**src/rcf_pkg.sv**
```systemverilog
// Shared constants for the reset-cause flag block
package rcf_pkg;

   // Data and address widths of the register port
   localparam int unsigned DATA_WIDTH = 8;
   localparam int unsigned ADDR_WIDTH = 4;

   // Register offsets on the plain register port
   localparam logic [3:0] OFFSET_CAUSE  = 4'h0;  // Reset-cause register
   localparam logic [3:0] OFFSET_STATUS = 4'h1;  // Sticky event status, write one to clear
   localparam logic [3:0] OFFSET_MASK   = 4'h2;  // Interrupt mask, one enables

   // Bit positions inside the reset-cause register
   localparam int unsigned BIT_STACK_OVERFLOW  = 7;
   localparam int unsigned BIT_STACK_UNDERFLOW = 6;
   localparam int unsigned BIT_UNUSED          = 5;
   localparam int unsigned BIT_WATCHDOG        = 4;
   localparam int unsigned BIT_CLEAR_PIN       = 3;
   localparam int unsigned BIT_RESET_INSTR     = 2;
   localparam int unsigned BIT_POWER_ON        = 1;
   localparam int unsigned BIT_BROWNOUT        = 0;

   // Value after power-on reset: stack flags 0, watchdog/pin/instr 1, power-on 0, brown-out 0
   localparam logic [7:0] CAUSE_RESET_VALUE = 8'h1c;

   // Bits that exist and are writable; bit 5 is absent
   localparam logic [7:0] CAUSE_IMPL_MASK = 8'hdf;

   // Bits of the status and mask registers that can ever be set
   localparam logic [7:0] EVENT_IMPL_MASK = 8'hdd;

   // Reset values of the interrupt registers and the read data
   localparam logic [7:0] STATUS_RESET_VALUE = 8'h00;
   localparam logic [7:0] MASK_RESET_VALUE   = 8'h00;
   localparam logic [7:0] RDATA_RESET_VALUE  = 8'h00;

endpackage

```
**src/rcf_evt_if.sv**
```systemverilog
`timescale 1ns/1ps
// Hardware update lines from the event conditioner to the flag register and the interrupt status
interface rcf_evt_if;
   logic [7:0] set_bits;    // Flags that hardware sets this cycle
   logic [7:0] clear_bits;  // Flags that hardware clears this cycle
   logic [7:0] event_bits;  // One bit per event, same layout, for the interrupt status

   modport source (output set_bits, output clear_bits, output event_bits);
   modport sink   (input set_bits, input clear_bits, input event_bits);
endinterface

```
**src/rcf_event_cond.sv**
```systemverilog
`timescale 1ns/1ps
// Turns raw reset-source pulses into set and clear masks for the flags
module rcf_event_cond
   import rcf_pkg::*;
(
   input  wire logic  stack_overflow,              // Stack overflow pulse
   input  wire logic  stack_underflow,             // Stack underflow pulse
   input  wire logic  stack_reset_enable,          // Stack resets enabled
   input  wire logic  watchdog_timeout,            // Watchdog timeout reset pulse
   input  wire logic  external_clear_pin_reset,    // Reset through the clear pin
   input  wire logic  reset_instruction,           // Reset instruction executed
   input  wire logic  brownout_detector,           // Normal brown-out detector reset
   input  wire logic  low_power_brownout_detector, // Low-power brown-out detector reset
   rcf_evt_if.source  evt                          // Update masks to the register
);

   logic brownout_any;  // Generic brown-out reset

   ////////////////////////////////////////////////////////////////////////////////
   // Mask building
   always_comb begin
      // Either detector counts as a brown-out
      brownout_any = brownout_detector | low_power_brownout_detector;
      evt.set_bits   = 8'h00;
      evt.clear_bits = 8'h00;
      // Stack causes only count when stack resets are enabled
      evt.set_bits[BIT_STACK_OVERFLOW]  = stack_overflow & stack_reset_enable;
      evt.set_bits[BIT_STACK_UNDERFLOW] = stack_underflow & stack_reset_enable;
      evt.clear_bits[BIT_WATCHDOG]      = watchdog_timeout;
      evt.clear_bits[BIT_CLEAR_PIN]     = external_clear_pin_reset;
      evt.clear_bits[BIT_RESET_INSTR]   = reset_instruction;
      evt.clear_bits[BIT_BROWNOUT]      = brownout_any;
      // A brown-out initialises all flags but the power-on flag as power-on does
      if (brownout_any) begin
         evt.clear_bits[BIT_STACK_OVERFLOW]  = 1'b1;
         evt.clear_bits[BIT_STACK_UNDERFLOW] = 1'b1;
         evt.set_bits[BIT_STACK_OVERFLOW]    = 1'b0;
         evt.set_bits[BIT_STACK_UNDERFLOW]   = 1'b0;
         evt.set_bits[BIT_WATCHDOG]          = 1'b1;
         evt.set_bits[BIT_CLEAR_PIN]         = 1'b1;
         evt.set_bits[BIT_RESET_INSTR]       = 1'b1;
         evt.clear_bits[BIT_WATCHDOG]        = 1'b0;
         evt.clear_bits[BIT_CLEAR_PIN]       = 1'b0;
         evt.clear_bits[BIT_RESET_INSTR]     = 1'b0;
      end
      // Interrupt events follow the flag layout
      evt.event_bits = 8'h00;
      evt.event_bits[BIT_STACK_OVERFLOW]  = stack_overflow & stack_reset_enable;
      evt.event_bits[BIT_STACK_UNDERFLOW] = stack_underflow & stack_reset_enable;
      evt.event_bits[BIT_WATCHDOG]        = watchdog_timeout;
      evt.event_bits[BIT_CLEAR_PIN]       = external_clear_pin_reset;
      evt.event_bits[BIT_RESET_INSTR]     = reset_instruction;
      evt.event_bits[BIT_BROWNOUT]        = brownout_any;
   end

endmodule  // rcf_event_cond

```
**src/rcf_irq.sv**
```systemverilog
`timescale 1ns/1ps
// Sticky event status, mask and level interrupt
module rcf_irq
   import rcf_pkg::*;
#(
   parameter int unsigned WIDTH = 8  // Status width
)
(
   input  wire logic             clock,         // Core clock
   input  wire logic             reset,         // Asynchronous reset, active high
   input  wire logic [WIDTH-1:0] events,        // Event pulses
   input  wire logic             status_write,  // Write-one-to-clear strobe
   input  wire logic             mask_write,    // Mask write strobe
   input  wire logic [WIDTH-1:0] write_data,    // Write data
   output logic      [WIDTH-1:0] status,        // Sticky status
   output logic      [WIDTH-1:0] mask,          // Interrupt mask
   output logic                  irq            // Level interrupt
);

   typedef struct packed {
      logic [WIDTH-1:0] status;  // Sticky bits
      logic [WIDTH-1:0] mask;    // Enables
      logic             irq;     // Registered interrupt
   } rcf_irq_state_type;

   rcf_irq_state_type state;       // Current state
   rcf_irq_state_type next_state;  // Next state

   ////////////////////////////////////////////////////////////////////////////////
   // Next-state logic
   always_comb begin
      next_state = state;
      // Clear first so a same-cycle event still sets its bit
      if (status_write) begin
         next_state.status = state.status & ~write_data;
      end
      next_state.status = (next_state.status | events) & EVENT_IMPL_MASK[WIDTH-1:0];
      if (mask_write) begin
         next_state.mask = write_data & EVENT_IMPL_MASK[WIDTH-1:0];
      end
      // Registering the OR keeps the output glitch free
      next_state.irq = |(next_state.status & next_state.mask);
   end

   ////////////////////////////////////////////////////////////////////////////////
   // State register
   always_ff @(posedge clock or posedge reset) begin
      if (reset) begin
         state <= '{status: STATUS_RESET_VALUE[WIDTH-1:0], mask: MASK_RESET_VALUE[WIDTH-1:0], irq: 1'b0};
      end else begin
         state <= next_state;
      end
   end

   assign status = state.status;
   assign mask   = state.mask;
   assign irq    = state.irq;

endmodule  // rcf_irq

```
**src/rcf_top.sv**
```systemverilog
`timescale 1ns/1ps
module rcf_top
   import rcf_pkg::*;
(
   input  wire logic                         clock,                        // Core clock, 25 MHz
   input  wire logic                         reset,                        // Power-on reset, async, high
   input  wire logic [rcf_pkg::ADDR_WIDTH-1:0] address,                    // Register address
   input  wire logic [rcf_pkg::DATA_WIDTH-1:0] write_data,                 // Register write data
   input  wire logic                         write_strobe,                 // One-cycle write
   input  wire logic                         read_strobe,                  // One-cycle read
   input  wire logic                         stack_overflow,               // Stack overflow pulse
   input  wire logic                         stack_underflow,              // Stack underflow pulse
   input  wire logic                         stack_reset_enable,           // Stack reset option
   input  wire logic                         watchdog_timeout,             // Watchdog reset pulse
   input  wire logic                         external_clear_pin_reset,     // Clear-pin reset pulse
   input  wire logic                         reset_instruction,            // Reset instruction pulse
   input  wire logic                         brownout_detector,            // Normal brown-out pulse
   input  wire logic                         low_power_brownout_detector,  // Low-power brown-out pulse
   output logic      [rcf_pkg::DATA_WIDTH-1:0] read_data,                  // Read data, cycle after strobe
   output logic      [rcf_pkg::DATA_WIDTH-1:0] reset_cause_register,       // Live flag value
   output logic                              irq                           // Level interrupt
);
   import rcf_pkg::*;

   ////////////////////////////////////////////////////////////////////////////////
   // State
   typedef struct packed {
      logic [DATA_WIDTH-1:0] cause;  // Flag register
      logic [DATA_WIDTH-1:0] rdata;  // Registered read data
   } rcf_top_state_type;

   rcf_top_state_type state;       // Current state
   rcf_top_state_type next_state;  // Next state

   rcf_evt_if evt ();                     // Hardware update lines
   logic [DATA_WIDTH-1:0] irq_status;     // Sticky event status
   logic [DATA_WIDTH-1:0] irq_mask;       // Interrupt mask
   logic                  status_write;   // Status register hit
   logic                  mask_write;     // Mask register hit
   logic                  cause_write;    // Cause register hit

   ////////////////////////////////////////////////////////////////////////////////
   // Event conditioning
   rcf_event_cond u_event_cond (
      .stack_overflow              (stack_overflow),
      .stack_underflow             (stack_underflow),
      .stack_reset_enable          (stack_reset_enable),
      .watchdog_timeout            (watchdog_timeout),
      .external_clear_pin_reset    (external_clear_pin_reset),
      .reset_instruction           (reset_instruction),
      .brownout_detector           (brownout_detector),
      .low_power_brownout_detector (low_power_brownout_detector),
      .evt                         (evt.source)
   );

   ////////////////////////////////////////////////////////////////////////////////
   // Address decode
   always_comb begin
      cause_write  = write_strobe && (address == OFFSET_CAUSE);
      status_write = write_strobe && (address == OFFSET_STATUS);
      mask_write   = write_strobe && (address == OFFSET_MASK);
   end

   ////////////////////////////////////////////////////////////////////////////////
   // Interrupt status and mask
   rcf_irq #(
      .WIDTH (DATA_WIDTH)
   ) u_irq (
      .clock        (clock),
      .reset        (reset),
      .events       (evt.event_bits),
      .status_write (status_write),
      .mask_write   (mask_write),
      .write_data   (write_data),
      .status       (irq_status),
      .mask         (irq_mask),
      .irq          (irq)
   );

   ////////////////////////////////////////////////////////////////////////////////
   // Next-state logic for the flags and the read data
   always_comb begin
      next_state = state;
      // Firmware write lands first; absent bit 5 never takes a one
      if (cause_write) begin
         next_state.cause = write_data & CAUSE_IMPL_MASK;
      end
      // Hardware applied last so a reset cause is never lost to a write
      next_state.cause = (next_state.cause & ~evt.clear_bits) | evt.set_bits;
      next_state.cause = next_state.cause & CAUSE_IMPL_MASK;
      // Reads return data one cycle later, zero elsewhere
      next_state.rdata = RDATA_RESET_VALUE;
      if (read_strobe) begin
         case (address)
            OFFSET_CAUSE: begin
               next_state.rdata = state.cause;
            end
            OFFSET_STATUS: begin
               next_state.rdata = irq_status;
            end
            OFFSET_MASK: begin
               next_state.rdata = irq_mask;
            end
            default: begin
               next_state.rdata = RDATA_RESET_VALUE;  // Unmapped reads as zero
            end
         endcase
      end
   end

   ////////////////////////////////////////////////////////////////////////////////
   // State register; power-on loads the default flag pattern
   always_ff @(posedge clock or posedge reset) begin
      if (reset) begin
         state <= '{cause: CAUSE_RESET_VALUE, rdata: RDATA_RESET_VALUE};
      end else begin
         state <= next_state;
      end
   end

   assign read_data            = state.rdata;
   assign reset_cause_register = state.cause;

endmodule  // rcf_top

```
**config.mk**
```make
export PLATFORM = sky130hd
export DESIGN_NAME = rcf_top
export DESIGN_NICKNAME = d
export VERILOG_FILES = /design/src/rcf_pkg.sv /design/src/rcf_evt_if.sv /design/src/rcf_event_cond.sv /design/src/rcf_irq.sv /design/src/rcf_top.sv
export SDC_FILE = /design/constraint.sdc
export NUM_CORES = 1
export LEC_CHECK = 0
export ABC_CLOCK_PERIOD_IN_PS = 2000
export BUFFER_PORTS_ARGS = -buffer_cell sky130_fd_sc_hd__buf_2
export CAP_MARGIN = 20
export CORE_MARGIN = 2
export CORE_UTILIZATION = 25
export CTS_CLUSTER_SIZE = 25
export DETAILED_ROUTE_END_ITERATION = 8
export HOLD_SLACK_MARGIN = 0.08
export PLACE_DENSITY = 0.43
export SLEW_MARGIN = 30
export SYNTH_ARGS = -nofsm -noshare
export SYNTH_HDL_FRONTEND = slang
export SYNTH_SLANG_ARGS = --single-unit
```
**constraint.sdc**
```tcl
create_clock -name clock -period 2 [get_ports clock]
set_input_delay 0.1 -clock clock [delete_from_list [all_inputs] [get_ports clock]]
set_output_delay 0.1 -clock clock [all_outputs]
set_load 0.01 [all_outputs]
```
==> metrics.md <==
| Metric | Value |
|---|---|
| Fmax | 654 MHz |
| CTS tree | yes |
| Most frequent cells after synthesis | dfrtp_1 (24), nor2_1 (15), mux2i_1 (12) |
| Synth async-reset ratio | 100% |
| Flip-flop and latch area | 679 um^2 |
| Min-Delay Path Class | in -> reg |
| Worst ir drop on vdd | 0.000229 V |
| Congestion Overflow GR | 0 |
| Aggregate global-route resource usage | 11.1% |
| Initial antenna violation count | 0 |
| Pre-Repair DR Iteration Count | 4 |
| Largest cells by area after synthesis | dfrtp_1 (48%), mux2i_1 (9.7%), dfstp_2 (6.4%) |
| Core Area | 4750 um^2 |
| Die Y-Extent | 74.4 um |
| Post-layout min period | 1530 ps |
| Initial DRC Count | 57 |
| Rows | 25 |
| Crit-path max cell delay | 380 ps |
| Startpoint Class | primary input |
| Critical path class | in -> reg |
| Most common cell in the synthesized netlist | dfrtp_1 |
| Mapped Area | 1240 um^2 |
| Fillers | 521 |
| Met2 WL | 1.42 mm |
| Total negative slack | 0 ps |
| Port-buffer cells | 37 |
| Placer Congestion | 0.712 |
| Final worst-path cycle share | 76.4% |
| Syn Inst Count | 108 |
| Root Driver | clkbuf_8 |
| Distinct cells, synth | 31 |
| Die area | 5540 um^2 |
| Synthesis Warnings | 0 |
| Number of global-route vias before repair | 916 |
| Top Layer Used | met4 |
| Inserted Clock Buffers | 3 |
| Max-cap violations | 0 |
| Largest net degree at the start of global routing | 28 |
| Diode count | 0 |
| Crit. End Element | flop |
| Number of enable flip-flop cells after synthesis | 0 |
| Multi-input combinational cell area | 513 um^2 |
| Largest area contributor in the netlist | dfrtp_1 |
| Outcome | completed |
| Final setup vio count | 0 |
| Post-DP Area | 1510 um^2 |
| Yosys reg bits | 27 |
| Hold Slack | 76.9 ps |
| Die X | 74.4 um |
| CP top delay family | compound AO/OA/AOI/OAI gates |
| Drt total wl | 3.04 mm |
| Layout Area Growth over Synthesis | 32.4% |
| DR WL/cell | 13.6 um |
| Clock slew at reported path FFs | 90 ps |
| Post-synth top area share | 48.4% |
| Final Hold Fails | 0 |
| # clock sinks | 27 |
| Vias per std cell | 4.37 |
| Crit-path cells | buf_2 > nor2_2 > and4b_1 > buf_4 > mux2_4 > a22o_1 > a2111o_1 |
| Later-pin clock latency in the skew report | 270 ps |
| P per Cell Area | 690 nW/um^2 |
| Sequential fraction of the synthesis area | 54.8% |
| First-pass GRT wire length | 4.63 mm |
| Average size of a mapped cell | 11.5 um^2 |
| Total power after layout | 1.13 mW |
| Crit path buffers/inverters | 2 |
| Worst R2R Setup Slack | 620 ps |
| Clock tree buffer depth | 2 |
| Detail Route met3 WL | 136 um |
| I/O pin count | 41 |
| Main synth FF type | dfrtp_1 |
| Crit path required time | 2150 ps |
| H-tree levels | 1 |
| Leakage dissipation | 0.809 nW |
| Layout cells sized above 1 | 34.4% |
| Final Cell Area | 1640 um^2 |
| RSZ-0062 raised after global routing | false |
| Detailed-route DRC error count | 0 |
| PostCTS Resize Cnt | 0 |
| Layout Skew | 3.34 ps |
| Initial Util | 26.1% |
| CP arrival | 1680 ps |
| Crit Path Max Fanout | 6 |
| NumNets Final | 182 |
| Critical Path Slowest Stage Cell | a2111o_1 |
| ANT nets after route | 0 |
| Max Slew Vio Count | 0 |
| Hpwl dp | 2.24 mm |
| Vias | 979 |
| Routed length on met1 | 1.47 mm |
worst paths after layout:
kind	from	endpoint	cells after the start
worst min register to register	u_irq.status[2]	u_irq.status[2]	1
worst max register to register	u_irq.mask[4]	u_irq.irq	3
worst max-delay path	address[3]	u_irq.irq	7
max in group asynchronous	reset	reset_cause_register[2]	4
min in group asynchronous	reset	u_irq.status[4]	4
worst min-delay path	write_data[6]	u_irq.status[6]	2
cells by family after synthesis:
kind of cell | synth area share [%]
DFF | 54.8
other | 0.302
and+or+nand+nor | 11.7
buffers and inverters | 4.14
muxes | 17.3
AOI/OAI and AO/OA | 11.8
cell usage in the layout (no fill, tap or decap), types with 2 or more instances in the layout:
cell type / instances
a31oi_1: 4
nand2_1: 4
mux2_4: 4
mux2i_1: 12
nor3_1: 2
and4b_1: 2
buf_2: 37
mux2_1: 2
dfrtp_1: 24
dfstp_2: 3
inv_1: 2
a21oi_1: 8
a21boi_1: 2
buf_4: 5
dlygate4sd3_1: 9
conb_1: 2
nor2_1: 15
a22o_1: 2
clkbuf_8: 3
o21ai_1: 3
timing repair:
item	in CTS	in global routing
endpoints found under the hold margin	33	0
setup buffers	0	0
hold buffers	9	0
layout make-up:
| type | instances | share of cell area (%) |
|---|---|---|
| Multi-Input combinational cell | 73 | 31.3 |
| Clock buffer | 4 | 2.74 |
| Inverter | 2 | 0.457 |
| Tap cell | 67 | 5.11 |
| Sequential cell | 27 | 41.4 |
| Timing Repair Buffer | 51 | 19.1 |
report_power, final:
| part | internal [mW] | switching (mW) |
|---|---|---|
| Combinational | 0.109 | 0.101 |
| Sequential | 0.593 | 0.0233 |
| Clock | 0.142 | 0.163 |
| Total | 0.845 | 0.287 |
flip-flops by register name, indices dropped and copies added, names as in the netlist:
| name | count |
|---|---|
| read_data | 7 |
| reset_cause_register | 7 |
| u_irq.irq | 1 |
| u_irq.mask | 6 |
| u_irq.status | 6 |
per-stage QoR:
stage          setup slack, ps  util, %  std cells
2_1_floorplan              445        -        109
3_3_place_gp               187     31.7        211
3_5_place_dp               190     31.7        211
4_1_cts                    475     34.5        224
5_1_grt                    424     34.5        224
6_report                   472     34.5        224
layer usage:
| metal | up-vias | track usage [%] |
|---|---|---|
| met4 | 0 | 3.57 |
| li1 | 477 | - |
| met2 | 31 | 17.4 |
| met1 | 469 | 16.0 |
| met3 | 2 | 1.49 |
| met5 | - | 0 |
No activity file was read; power rests on OpenSTA's default activity.
